## src/hdl/gsbh_pkg.sv

```systemverilog
// Constants, offsets and types shared by the pin and serial-bus host registers
package gsbh_pkg;
    // Register window geometry
    localparam int BYTE_W = 8;
    localparam int PIN_COUNT = 8;
    // Memory-window byte offsets
    localparam logic [7:0] OFF_DIR_LO = 8'h40;
    localparam logic [7:0] OFF_DIR_HI = 8'h41;
    localparam logic [7:0] OFF_LVL_LO = 8'h42;
    localparam logic [7:0] OFF_LVL_HI = 8'h43;
    localparam logic [7:0] OFF_SBUF = 8'h44;
    localparam logic [7:0] OFF_SIDX = 8'h45;
    localparam logic [7:0] OFF_STGT = 8'h46;
    localparam logic [7:0] OFF_SCTL = 8'h47;
    // Configuration-space aliases of the pin registers
    localparam logic [7:0] CFG_DIR_LO = 8'hb4;
    localparam logic [7:0] CFG_DIR_HI = 8'hb5;
    localparam logic [7:0] CFG_LVL_LO = 8'hb6;
    localparam logic [7:0] CFG_LVL_HI = 8'hb7;
    // Pins taken over by the serial bus
    localparam int SCL_PIN = 4;
    localparam int SDA_PIN = 5;
    localparam logic [7:0] SEC_MASK = 8'h30;
    // Control and status bit positions
    localparam int CTL_FRAMING_BIT = 7;
    localparam int CTL_BUSY_BIT = 5;
    localparam int CTL_ENABLE_BIT = 3;
    localparam int CTL_TEST_BIT = 2;
    localparam int CTL_ERROR_BIT = 1;
    localparam int TGT_RW_BIT = 0;
    // Reset value, top bit number and last quarter phase
    localparam logic [7:0] RST_BYTE = 8'h00;
    localparam logic [2:0] BIT_TOP = 3'h7;
    localparam logic [1:0] Q_LAST = 2'h3;
    // Serial clock timing, four quarter phases per bit
    localparam int CORE_CLK_KHZ = 250000;
    localparam int SCL_NORMAL_KHZ = 60;
    localparam int SCL_TEST_KHZ = 4000;
    localparam int QTR_NORMAL_CYC = CORE_CLK_KHZ / (SCL_NORMAL_KHZ * 4);
    localparam int QTR_TEST_CYC = CORE_CLK_KHZ / (SCL_TEST_KHZ * 4);
    // Engine states and byte stages
    typedef enum logic [2:0] {
        ST_IDLE, ST_START, ST_TX, ST_TXACK, ST_RX, ST_RXACK, ST_STOP
    } gsbh_state_t;
    typedef enum logic [2:0] {
        STG_ADDR, STG_INDEX, STG_DATA_W, STG_ADDR_R
    } gsbh_stage_t;
endpackage : gsbh_pkg

```

## src/hdl/gsbh_qtick.sv

```systemverilog
// Quarter-bit tick generator for the serial clock
`timescale 1ns/100ps
module gsbh_qtick #(
    parameter int NORMAL_CYC = 1041,
    parameter int TEST_CYC = 15
) (
    // Clock and reset
    input wire logic core_clk,
    input wire logic resetn,
    // Control
    input wire logic run,
    input wire logic fast,
    // One-cycle tick per quarter bit
    output logic tick
);
    typedef struct packed {
        logic [15:0] cnt;
        logic tick;
    } gsbh_qtick_t;
    gsbh_qtick_t s_q, s_d;
    localparam logic [15:0] NORM_LIM = 16'(NORMAL_CYC - 1);
    localparam logic [15:0] TEST_LIM = 16'(TEST_CYC - 1);

    initial begin
        if (NORMAL_CYC < 1 || NORMAL_CYC > 65536 || TEST_CYC < 1 || TEST_CYC > 65536)
            $error("gsbh_qtick counts out of range");
    end

    // Count quarter periods while a transfer runs
    always_comb begin
        s_d = s_q;
        s_d.tick = 1'b0;
        if (!run) begin
            s_d.cnt = '0;
        end else if (s_q.cnt >= (fast ? TEST_LIM : NORM_LIM)) begin
            s_d.cnt = '0;
            s_d.tick = 1'b1;
        end else begin
            s_d.cnt = s_q.cnt + 16'h0001;
        end
    end

    // State register
    always_ff @(posedge core_clk or negedge resetn) begin
        if (!resetn) begin
            s_q <= '0;
        end else begin
            s_q <= s_d;
        end
    end

    assign tick = s_q.tick;
endmodule : gsbh_qtick

```

## src/hdl/gsbh_regs.sv

```systemverilog
// Pin direction/level registers and single-byte two-wire serial host
// Notes on behaviour
// - One direction bit per pin, 0 input
// - Serial function overrides direction on pins 4,5
// - Direction upper byte reads zero, unwritable
// - Level read returns sampled pin for inputs
// - Level write stores and drives output pins
// - Level writes ignored on input or serial pins
// - After reset upper zero, lower shows pins
// - Configuration aliases share the same storage
// - Read byte lands before busy clears
// - Serial registers cleared only by fundamental reset
// - Index holds target byte location, written first
// - Target write launches one transfer when idle and enabled
// - Target address bits 7:1, reset zero
// - Bit 0 selects write (0) or read
// - Framing select: index sent or omitted
// - Busy high from launch until finished
// - Sticky error on failure, cleared by read
// - Enable bit hands pins 4,5 to serial
`timescale 1ns/100ps
module gsbh_regs
    import gsbh_pkg::*;
#(
    parameter int QTR_NORMAL = gsbh_pkg::QTR_NORMAL_CYC,
    parameter int QTR_TEST = gsbh_pkg::QTR_TEST_CYC
) (
    // Clock and fundamental reset
    input wire logic core_clk,
    input wire logic resetn,
    // Register access port
    input wire logic [7:0] reg_addr,
    input wire logic reg_wr,
    input wire logic reg_rd,
    input wire logic [gsbh_pkg::BYTE_W-1:0] reg_wdata,
    output logic [gsbh_pkg::BYTE_W-1:0] reg_rdata,
    output logic reg_rvalid,
    // General pins, open-drain serial on pins 4 and 5
    input wire logic [gsbh_pkg::PIN_COUNT-1:0] gpio_in,
    output logic [gsbh_pkg::PIN_COUNT-1:0] gpio_out,
    output logic [gsbh_pkg::PIN_COUNT-1:0] gpio_oe
);
    import gsbh_pkg::*;
    typedef struct packed {
        logic [7:0] dir;
        logic [7:0] lvl_out;
        logic [7:0] sbuf;
        logic [7:0] sidx;
        logic [7:0] stgt;
        logic framing;
        logic enable;
        logic test;
        logic err;
        logic busy;
        gsbh_state_t st;
        gsbh_stage_t stage;
        logic [1:0] q;
        logic [2:0] bitn;
        logic [7:0] shreg;
        logic scl;
        logic sda;
        logic [7:0] pin_out;
        logic [7:0] pin_oe;
        logic [7:0] rdata;
        logic rvalid;
    } gsbh_regs_t;
    gsbh_regs_t s_q, s_d;
    logic [7:0] pin_s;
    logic tick;
    logic [7:0] sec;
    logic [7:0] wmask;
    logic [7:0] lvl_view;
    logic sda_in;
    logic wr_dir, wr_lvl, rd_ctl, launch, end_q, set_err;
    initial if (QTR_NORMAL < 1 || QTR_TEST < 1) $error("gsbh_regs quarter counts invalid");
    // Address hit on the window offset or its configuration alias
    function automatic logic hit(input logic [7:0] a, input logic [7:0] mem_off,
                                 input logic [7:0] cfg_off);
        hit = (a == mem_off) || (a == cfg_off);
    endfunction : hit
    // Pin level synchroniser
    gsbh_sync #(.W(PIN_COUNT)) u_sync (
        .core_clk(core_clk),
        .resetn(resetn),
        .async_in(gpio_in),
        .sync_out(pin_s)
    );
    // Serial clock quarter ticks, fast rate in test mode
    gsbh_qtick #(.NORMAL_CYC(QTR_NORMAL), .TEST_CYC(QTR_TEST)) u_qtick (
        .core_clk(core_clk),
        .resetn(resetn),
        .run(s_q.busy),
        .fast(s_q.test),
        .tick(tick)
    );
    // Decodes and pin views
    assign sec = s_q.enable ? SEC_MASK : 8'h00;
    assign wmask = s_q.dir & ~sec;
    assign lvl_view = (wmask & s_q.lvl_out) | (~wmask & pin_s);
    assign sda_in = pin_s[SDA_PIN];
    assign wr_dir = reg_wr && hit(reg_addr, OFF_DIR_LO, CFG_DIR_LO);
    assign wr_lvl = reg_wr && hit(reg_addr, OFF_LVL_LO, CFG_LVL_LO);
    assign rd_ctl = reg_rd && (reg_addr == OFF_SCTL);
    assign launch = reg_wr && (reg_addr == OFF_STGT);
    assign end_q = tick && (s_q.q == Q_LAST);
    assign set_err = (launch && s_q.st == ST_IDLE && !s_q.enable)
                     || (s_q.st == ST_TXACK && end_q && sda_in);
    // Next state: registers, engine, pins and read data
    always_comb begin
        s_d = s_q;
        s_d.rvalid = reg_rd;
        // Register writes
        if (wr_dir) begin
            s_d.dir = reg_wdata;
        end
        if (wr_lvl) begin
            s_d.lvl_out = (s_q.lvl_out & ~wmask) | (reg_wdata & wmask);
        end
        if (reg_wr && reg_addr == OFF_SBUF) begin
            s_d.sbuf = reg_wdata;
        end
        if (reg_wr && reg_addr == OFF_SIDX) begin
            s_d.sidx = reg_wdata;
        end
        if (launch) begin
            s_d.stgt = reg_wdata;
        end
        if (reg_wr && reg_addr == OFF_SCTL) begin
            s_d.framing = reg_wdata[CTL_FRAMING_BIT];
            s_d.enable = reg_wdata[CTL_ENABLE_BIT];
            s_d.test = reg_wdata[CTL_TEST_BIT];
        end
        // Error is read-to-clear, a new failure wins
        if (rd_ctl) begin
            s_d.err = 1'b0;
        end
        if (set_err) begin
            s_d.err = 1'b1;
        end
        // Transfer engine, one quarter phase per tick
        case (s_q.st)
            ST_IDLE: begin
                if (launch && s_q.enable) begin
                    s_d.busy = 1'b1;
                    s_d.st = ST_START;
                    s_d.stage = STG_ADDR;
                    s_d.q = 2'h0;
                    s_d.shreg = {reg_wdata[7:1], s_q.framing & reg_wdata[TGT_RW_BIT]};
                end
            end
            ST_START: begin
                if (tick) begin
                    s_d.scl = (s_q.q == 2'h1) || (s_q.q == 2'h2);
                    s_d.sda = (s_q.q == 2'h0) || (s_q.q == 2'h1);
                    s_d.q = s_q.q + 2'h1;
                    if (s_q.q == Q_LAST) begin
                        s_d.st = ST_TX;
                        s_d.bitn = BIT_TOP;
                    end
                end
            end
            ST_TX, ST_TXACK, ST_RX, ST_RXACK: begin
                if (tick) begin
                    s_d.scl = s_q.q[1];
                    s_d.sda = (s_q.st == ST_TX) ? s_q.shreg[7] : 1'b1;
                    s_d.q = s_q.q + 2'h1;
                end
                if (end_q) begin
                    case (s_q.st)
                        ST_TX: begin
                            s_d.shreg = {s_q.shreg[6:0], 1'b0};
                            s_d.bitn = s_q.bitn - 3'h1;
                            if (s_q.bitn == 3'h0) s_d.st = ST_TXACK;
                        end
                        ST_TXACK: begin
                            s_d.bitn = BIT_TOP;
                            if (sda_in) begin
                                s_d.st = ST_STOP;
                            end else begin
                                case (s_q.stage)
                                    STG_ADDR: begin
                                        if (!s_q.framing) begin
                                            s_d.stage = STG_INDEX;
                                            s_d.shreg = s_q.sidx;
                                            s_d.st = ST_TX;
                                        end else if (s_q.stgt[TGT_RW_BIT]) begin
                                            s_d.st = ST_RX;
                                        end else begin
                                            s_d.stage = STG_DATA_W;
                                            s_d.shreg = s_q.sbuf;
                                            s_d.st = ST_TX;
                                        end
                                    end
                                    STG_INDEX: begin
                                        if (s_q.stgt[TGT_RW_BIT]) begin
                                            s_d.stage = STG_ADDR_R;
                                            s_d.shreg = {s_q.stgt[7:1], 1'b1};
                                            s_d.st = ST_START;
                                        end else begin
                                            s_d.stage = STG_DATA_W;
                                            s_d.shreg = s_q.sbuf;
                                            s_d.st = ST_TX;
                                        end
                                    end
                                    STG_ADDR_R: s_d.st = ST_RX;
                                    default: s_d.st = ST_STOP;
                                endcase
                            end
                        end
                        ST_RX: begin
                            s_d.shreg = {s_q.shreg[6:0], sda_in};
                            s_d.bitn = s_q.bitn - 3'h1;
                            if (s_q.bitn == 3'h0) s_d.st = ST_RXACK;
                        end
                        default: begin
                            s_d.sbuf = s_q.shreg;
                            s_d.st = ST_STOP;
                        end
                    endcase
                end
            end
            ST_STOP: begin
                if (tick) begin
                    s_d.scl = (s_q.q != 2'h0);
                    s_d.sda = s_q.q[1];
                    s_d.q = s_q.q + 2'h1;
                    if (s_q.q == Q_LAST) begin
                        s_d.st = ST_IDLE;
                        s_d.busy = 1'b0;
                    end
                end
            end
            default: begin
                s_d.st = ST_IDLE;
                s_d.busy = 1'b0;
            end
        endcase
        // Pin drivers; serial pins only ever pull low
        s_d.pin_out = s_q.lvl_out & ~sec;
        s_d.pin_oe = s_q.dir & ~sec;
        if (s_q.enable) begin
            s_d.pin_oe[SCL_PIN] = ~s_q.scl;
            s_d.pin_oe[SDA_PIN] = ~s_q.sda;
        end
        // Read data, unmapped and reserved bytes read zero
        s_d.rdata = RST_BYTE;
        if (reg_rd) begin
            if (hit(reg_addr, OFF_DIR_LO, CFG_DIR_LO)) s_d.rdata = s_q.dir;
            else if (hit(reg_addr, OFF_LVL_LO, CFG_LVL_LO)) s_d.rdata = lvl_view;
            else if (reg_addr == OFF_SBUF) s_d.rdata = s_q.sbuf;
            else if (reg_addr == OFF_SIDX) s_d.rdata = s_q.sidx;
            else if (reg_addr == OFF_STGT) s_d.rdata = s_q.stgt;
            else if (reg_addr == OFF_SCTL) begin
                s_d.rdata[CTL_FRAMING_BIT] = s_q.framing;
                s_d.rdata[CTL_BUSY_BIT] = s_q.busy;
                s_d.rdata[CTL_ENABLE_BIT] = s_q.enable;
                s_d.rdata[CTL_TEST_BIT] = s_q.test;
                s_d.rdata[CTL_ERROR_BIT] = s_q.err;
            end
        end
    end
    // State register, cleared only by the fundamental reset
    always_ff @(posedge core_clk or negedge resetn) begin
        if (!resetn) begin
            s_q <= '0;
            s_q.scl <= 1'b1;
            s_q.sda <= 1'b1;
        end else begin
            s_q <= s_d;
        end
    end
    // Outputs from flip-flops
    assign reg_rdata = s_q.rdata;
    assign reg_rvalid = s_q.rvalid;
    assign gpio_out = s_q.pin_out;
    assign gpio_oe = s_q.pin_oe;
    // Upper direction byte reads zero
    property p_dir_hi_zero;
        @(posedge core_clk) disable iff (!resetn)
        reg_rd && hit(reg_addr, OFF_DIR_HI, CFG_DIR_HI) |=> reg_rvalid && reg_rdata == 8'h00;
    endproperty
    a_dir_hi_zero: assert property (p_dir_hi_zero) else $error("dir upper byte not zero");
    // Written level bits land only where the pin is an output
    property p_lvl_store;
        @(posedge core_clk) disable iff (!resetn)
        wr_lvl |=> (s_q.lvl_out & $past(wmask)) == ($past(reg_wdata) & $past(wmask));
    endproperty
    a_lvl_store: assert property (p_lvl_store) else $error("output level not stored");
    property p_lvl_ignore;
        @(posedge core_clk) disable iff (!resetn)
        wr_lvl |=> ((s_q.lvl_out ^ $past(s_q.lvl_out)) & ~$past(wmask)) == 8'h00;
    endproperty
    a_lvl_ignore: assert property (p_lvl_ignore) else $error("ignored level bit changed");
    // Plain pins follow their direction bits one cycle later
    property p_dir_oe;
        @(posedge core_clk) disable iff (!resetn)
        !s_q.enable |=> gpio_oe == $past(s_q.dir);
    endproperty
    a_dir_oe: assert property (p_dir_oe) else $error("pin enable not from direction");
    // Idle serial pins are released regardless of direction
    property p_sec_release;
        @(posedge core_clk) disable iff (!resetn)
        s_q.enable && s_q.st == ST_IDLE && s_q.scl && s_q.sda
        |=> gpio_oe[SDA_PIN] == 1'b0 && gpio_oe[SCL_PIN] == 1'b0;
    endproperty
    a_sec_release: assert property (p_sec_release) else $error("serial pin driven at idle");
    property p_launch_busy;
        @(posedge core_clk) disable iff (!resetn)
        launch && s_q.st == ST_IDLE && s_q.enable |=> s_q.busy && s_q.st == ST_START;
    endproperty
    a_launch_busy: assert property (p_launch_busy) else $error("launch did not set busy");
    // Busy falls only at the end of a stop
    property p_busy_end;
        @(posedge core_clk) disable iff (!resetn)
        $fell(s_q.busy) |-> $past(s_q.st) == ST_STOP && s_q.sda && s_q.scl;
    endproperty
    a_busy_end: assert property (p_busy_end) else $error("busy dropped outside stop");
    // Missing acknowledge sets the error
    property p_nack_err;
        @(posedge core_clk) disable iff (!resetn)
        s_q.st == ST_TXACK && end_q && sda_in |=> s_q.err && s_q.st == ST_STOP;
    endproperty
    a_nack_err: assert property (p_nack_err) else $error("nack not flagged");
    // Error read clears unless a new failure arrives
    property p_err_clear;
        @(posedge core_clk) disable iff (!resetn)
        rd_ctl && !set_err |=> !s_q.err;
    endproperty
    a_err_clear: assert property (p_err_clear) else $error("error not cleared by read");
    // Received byte lands in the buffer before busy clears
    property p_rx_load;
        @(posedge core_clk) disable iff (!resetn)
        s_q.st == ST_RXACK && end_q |=> s_q.sbuf == $past(s_q.shreg) && s_q.busy;
    endproperty
    a_rx_load: assert property (p_rx_load) else $error("read byte not loaded");
endmodule : gsbh_regs

```

## src/hdl/gsbh_sync.sv

```systemverilog
// Two-flop synchroniser for pin levels
`timescale 1ns/100ps
module gsbh_sync #(
    parameter int W = 8
) (
    // Clock and reset
    input wire logic core_clk,
    input wire logic resetn,
    // Asynchronous levels in, synchronised levels out
    input wire logic [W-1:0] async_in,
    output logic [W-1:0] sync_out
);
    typedef struct packed {
        logic [W-1:0] meta;
        logic [W-1:0] held;
    } gsbh_sync_t;
    gsbh_sync_t s_q, s_d;

    initial begin
        if (W < 1) $error("gsbh_sync width must be at least one");
    end

    // First stage feeds only the second
    always_comb begin
        s_d.meta = async_in;
        s_d.held = s_q.meta;
    end

    // State register
    always_ff @(posedge core_clk or negedge resetn) begin
        if (!resetn) begin
            s_q <= '0;
        end else begin
            s_q <= s_d;
        end
    end

    assign sync_out = s_q.held;
endmodule : gsbh_sync
```

## config.mk

```make
export PLATFORM = sky130hd
export DESIGN_NAME = gsbh_regs
export DESIGN_NICKNAME = d
export VERILOG_FILES = /design/src/hdl/gsbh_pkg.sv /design/src/hdl/gsbh_qtick.sv /design/src/hdl/gsbh_regs.sv /design/src/hdl/gsbh_sync.sv
export SDC_FILE = /design/constraint.sdc
export NUM_CORES = 1
export LEC_CHECK = 0
export ABC_AREA = 1
export BUFFER_PORTS_ARGS = -buffer_cell sky130_fd_sc_hd__buf_2
export CAP_MARGIN = 20
export CORE_AREA = 2 2 102 104
export CTS_BUF_LIST = sky130_fd_sc_hd__clkbuf_8 sky130_fd_sc_hd__clkbuf_16
export CTS_CLUSTER_SIZE = 28
export DETAILED_ROUTE_END_ITERATION = 10
export DIE_AREA = 0 0 104 106
export HOLD_SLACK_MARGIN = 0.03
export PLACE_DENSITY = 0.85
export SYNTH_ARGS = -nofsm -noshare
export SYNTH_HDL_FRONTEND = slang
export SYNTH_SLANG_ARGS = --single-unit
```

## constraint.sdc

```tcl
create_clock -name core_clk -period 4 [get_ports core_clk]
set_input_delay 0.4 -clock core_clk [delete_from_list [all_inputs] [get_ports core_clk]]
set_output_delay 0.4 -clock core_clk [all_outputs]
set_load 0.005 [all_outputs]
```

==> out/metrics.cfg <==
[worst_setup_path]
critPathRequiredTime_ns=4.44
cp-startpoint=s_q[48]
arrival_ns=2.67
cp_max_fo=12
startpoint_type=flip-flop
crit_path_end_kind=flip-flop
criticalPathCategory=flip-flop to flip-flop
crit-reg2reg-launch=s_q[48]

[synthesis]
synth-simple-area-share_pct=26.9
ys_warn_count=0
synth_top_family_by_area=simple AND/OR/NAND/NOR gates
yosysSeqAreaShare_pct=49.5
synth-xor-area-share_pct=0.986
synth.distinct_cells=39
synthAdderAreaFrac_pct=2.21
avgSynthCellArea_um2=8.16
synth_seq_cells=123
synth_area_um2=6220
synthMuxAreaShare_pct=1.05
synth_compound_area_share_pct=10.4
syn_inst=762

[clock_tree]
ctsLongestPathBuffers=2
htreeDepth=4
cts_root_buffer=clkbuf_8
clock-sinks=123
clk_pin_slew_ns=0.06
clkLatencyLatePin_ns=0.54
cts_buffers=17
cts_setup_buffers=0
cts_tree=yes

[finish]
layout_commonest_cell=nand2_1
insertedDiodeCount=0
nets=848
drive_above_1_share_pct=15.5
syn_to_final_growth_pct=14.1
final_cell_mix=nand2_1 (212), dfrtp_1 (121), nor2_1 (77)

[timing]
clock.fmax_mhz=450
setup_viol=0
slew_violations=0
fin_tns_setup_ns=0
slew_headroom_pct=45.6
final.min_clock_period_ns=2.22
fin_skew_ns=0.00948
finalHoldViolations=0
holdWs_ns=0.0951
rsz0062_at_grt=no
max_slew.worst_pin.slew_ns=0.816
period_share_pct=55.5

[route]
vias=5290
drt_wl_total_um=14900
wl_per_cell_um=15.5
drt_first_pass_iters=5
drt-vias-per-instance=5.52
drc=0
drtIter0Drc=512
ant_nets=0

[die]
io_pins=53
fp.dieH_um=106
die_area_um2=11000
start_util_pct=62.2
rows=37
dieWidth_um=104
core-area_um2=10000

[pwr]
p_per_area_nw_per_um2=419
peakVddDrop_mv=0.383
power_leakage_nw=3.56

[global_route]
grt_pass1_vias=5006
grt-ovfl-total=0
grt_pass1_wl_um=24300
groute.usage.overall_pct=28.4
grt_antenna_before_repair=0
grt_max_degree=66

[placement]
port_buffers=52
place_congestion=0.890
dp_hpwl_um=10300

[worst_hold_path]
min_from=reg_rd
worstHoldPathType=input pin to flip-flop

[job]
drv_cap=0

[outcome]
outcome=finished clean

[logic make-up (layout without fill, tap and decap cells)]
| group | Yosys count | count (layout) |
|---|---|---|
| other | 1 | 4 |
| adders and majority gates | 11 | 11 |
| buffers and inverters | 117 | 174 |
| AOI/OAI and AO/OA | 116 | 116 |
| and+or+nand+nor | 381 | 381 |
| DFF | 123 | 123 |
| xor gates and xnor gates | 7 | 7 |
| muxes | 6 | 6 |
[synthesized netlist by cell type, drive strengths merged]
cell type  instances  area, um^2
clkbuf             4        15.0
inv               79         297
o21ai             69         357
o21bai             2        15.0
dfstp              2        52.6
or2                1        6.26
nor3               9        45.0
dfrtp            121        3030
mux2i              2        20.0
a22oi              1        7.51
o31ai              1        7.51
ha                11         138
and3               1        6.26
a21oi             22         110
nand2            223         870
nor2              88         402
xor2               6        52.6
o211ai            11        82.6
nand3             46         265
a31oi              9        56.3
xnor2              1        8.76
o221ai             1        8.76
mux2               4        45.0
buf               34         240
conb               1        3.75
nand4             13        81.3
[metal layers]
metal / GRT usage (%) / share of wire (%) / up-vias
met1: 37.6 / 43 / 2499
met2: 45.1 / 48 / 233
met4: 11.4 / 2.5 / 0
li1: - / - / 2523
met5: 0 / 0 / -
met3: 7.23 / 6.8 / 35
[final timing paths]
check,to,slack [ns],cells past startpoint
max in group asynchronous,s_q[26],2.60,3
worst max register to register,u_qtick.s_q[5],1.78,9
worst min-delay path,reg_rvalid,0.1,1
worst max-delay path,u_qtick.s_q[5],1.78,9
worst min register to register,u_sync.sync_out[5],0.35,0
min in group asynchronous,gpio_oe[2],0.48,2
[state kept, by name, indices dropped and copies added (netlist names), named ones only]
signal	count
u_sync.sync_out	8
reg_rvalid	1
reg_rdata	8
u_sync.s_d	8
u_qtick.tick	1
gpio_out	8
gpio_oe	8
u_qtick.s_q	16
s_q	57
[metrics by stage]
stage	utilization (%)	area [um^2]	std cells	setup slack [ns]	total power [mW]
6_report	70.9	7090	958	1.78	2.98
5_1_grt	70.9	7090	958	1.67	3.07
4_1_cts	70.9	7090	958	1.78	2.98
3_5_place_dp	64.2	6420	917	1.58	1.49
3_3_place_gp	64.2	6420	917	1.77	1.49
2_1_floorplan	-	6230	765	2.35	1.42
[critical path: stages, from the launching register on]
cell and delay [ns]:
dfrtp_1 0.52, inv_1 0.13, ha_1 0.32, a21oi_1 0.13
o21ai_0 0.11, nand2_1 0.07, nand2_1 0.04, nand2_1 0.07
nand4_1 0.45, nor2_1 0.27
[power by group]
group / internal, mW / switching (mW) / leakage [nW]
sequential: 1.29 / 0.0393 / 1.60
combinational: 0.0578 / 0.0999 / 1.69
clock: 0.896 / 0.594 / 0.276
total: 2.24 / 0.733 / 3.56
[timing repair]
| action | in CTS | in global routing |
|---|---|---|
| hold endpoints to repair | 71 | 0 |
| hold buffers | 9 | 0 |
| gates resized for setup | 0 | 0 |
[layout make-up]
type	instances	area (um^2)
fillers	774	2910
well taps	136	170
inverters	79	297
repair buffers	63	368
flip-flops and latches	123	3080
clock buffers	17	414
multi-input cells	525	2600
clock inverters	15	166
No activity file was read; power rests on OpenSTA's default activity.
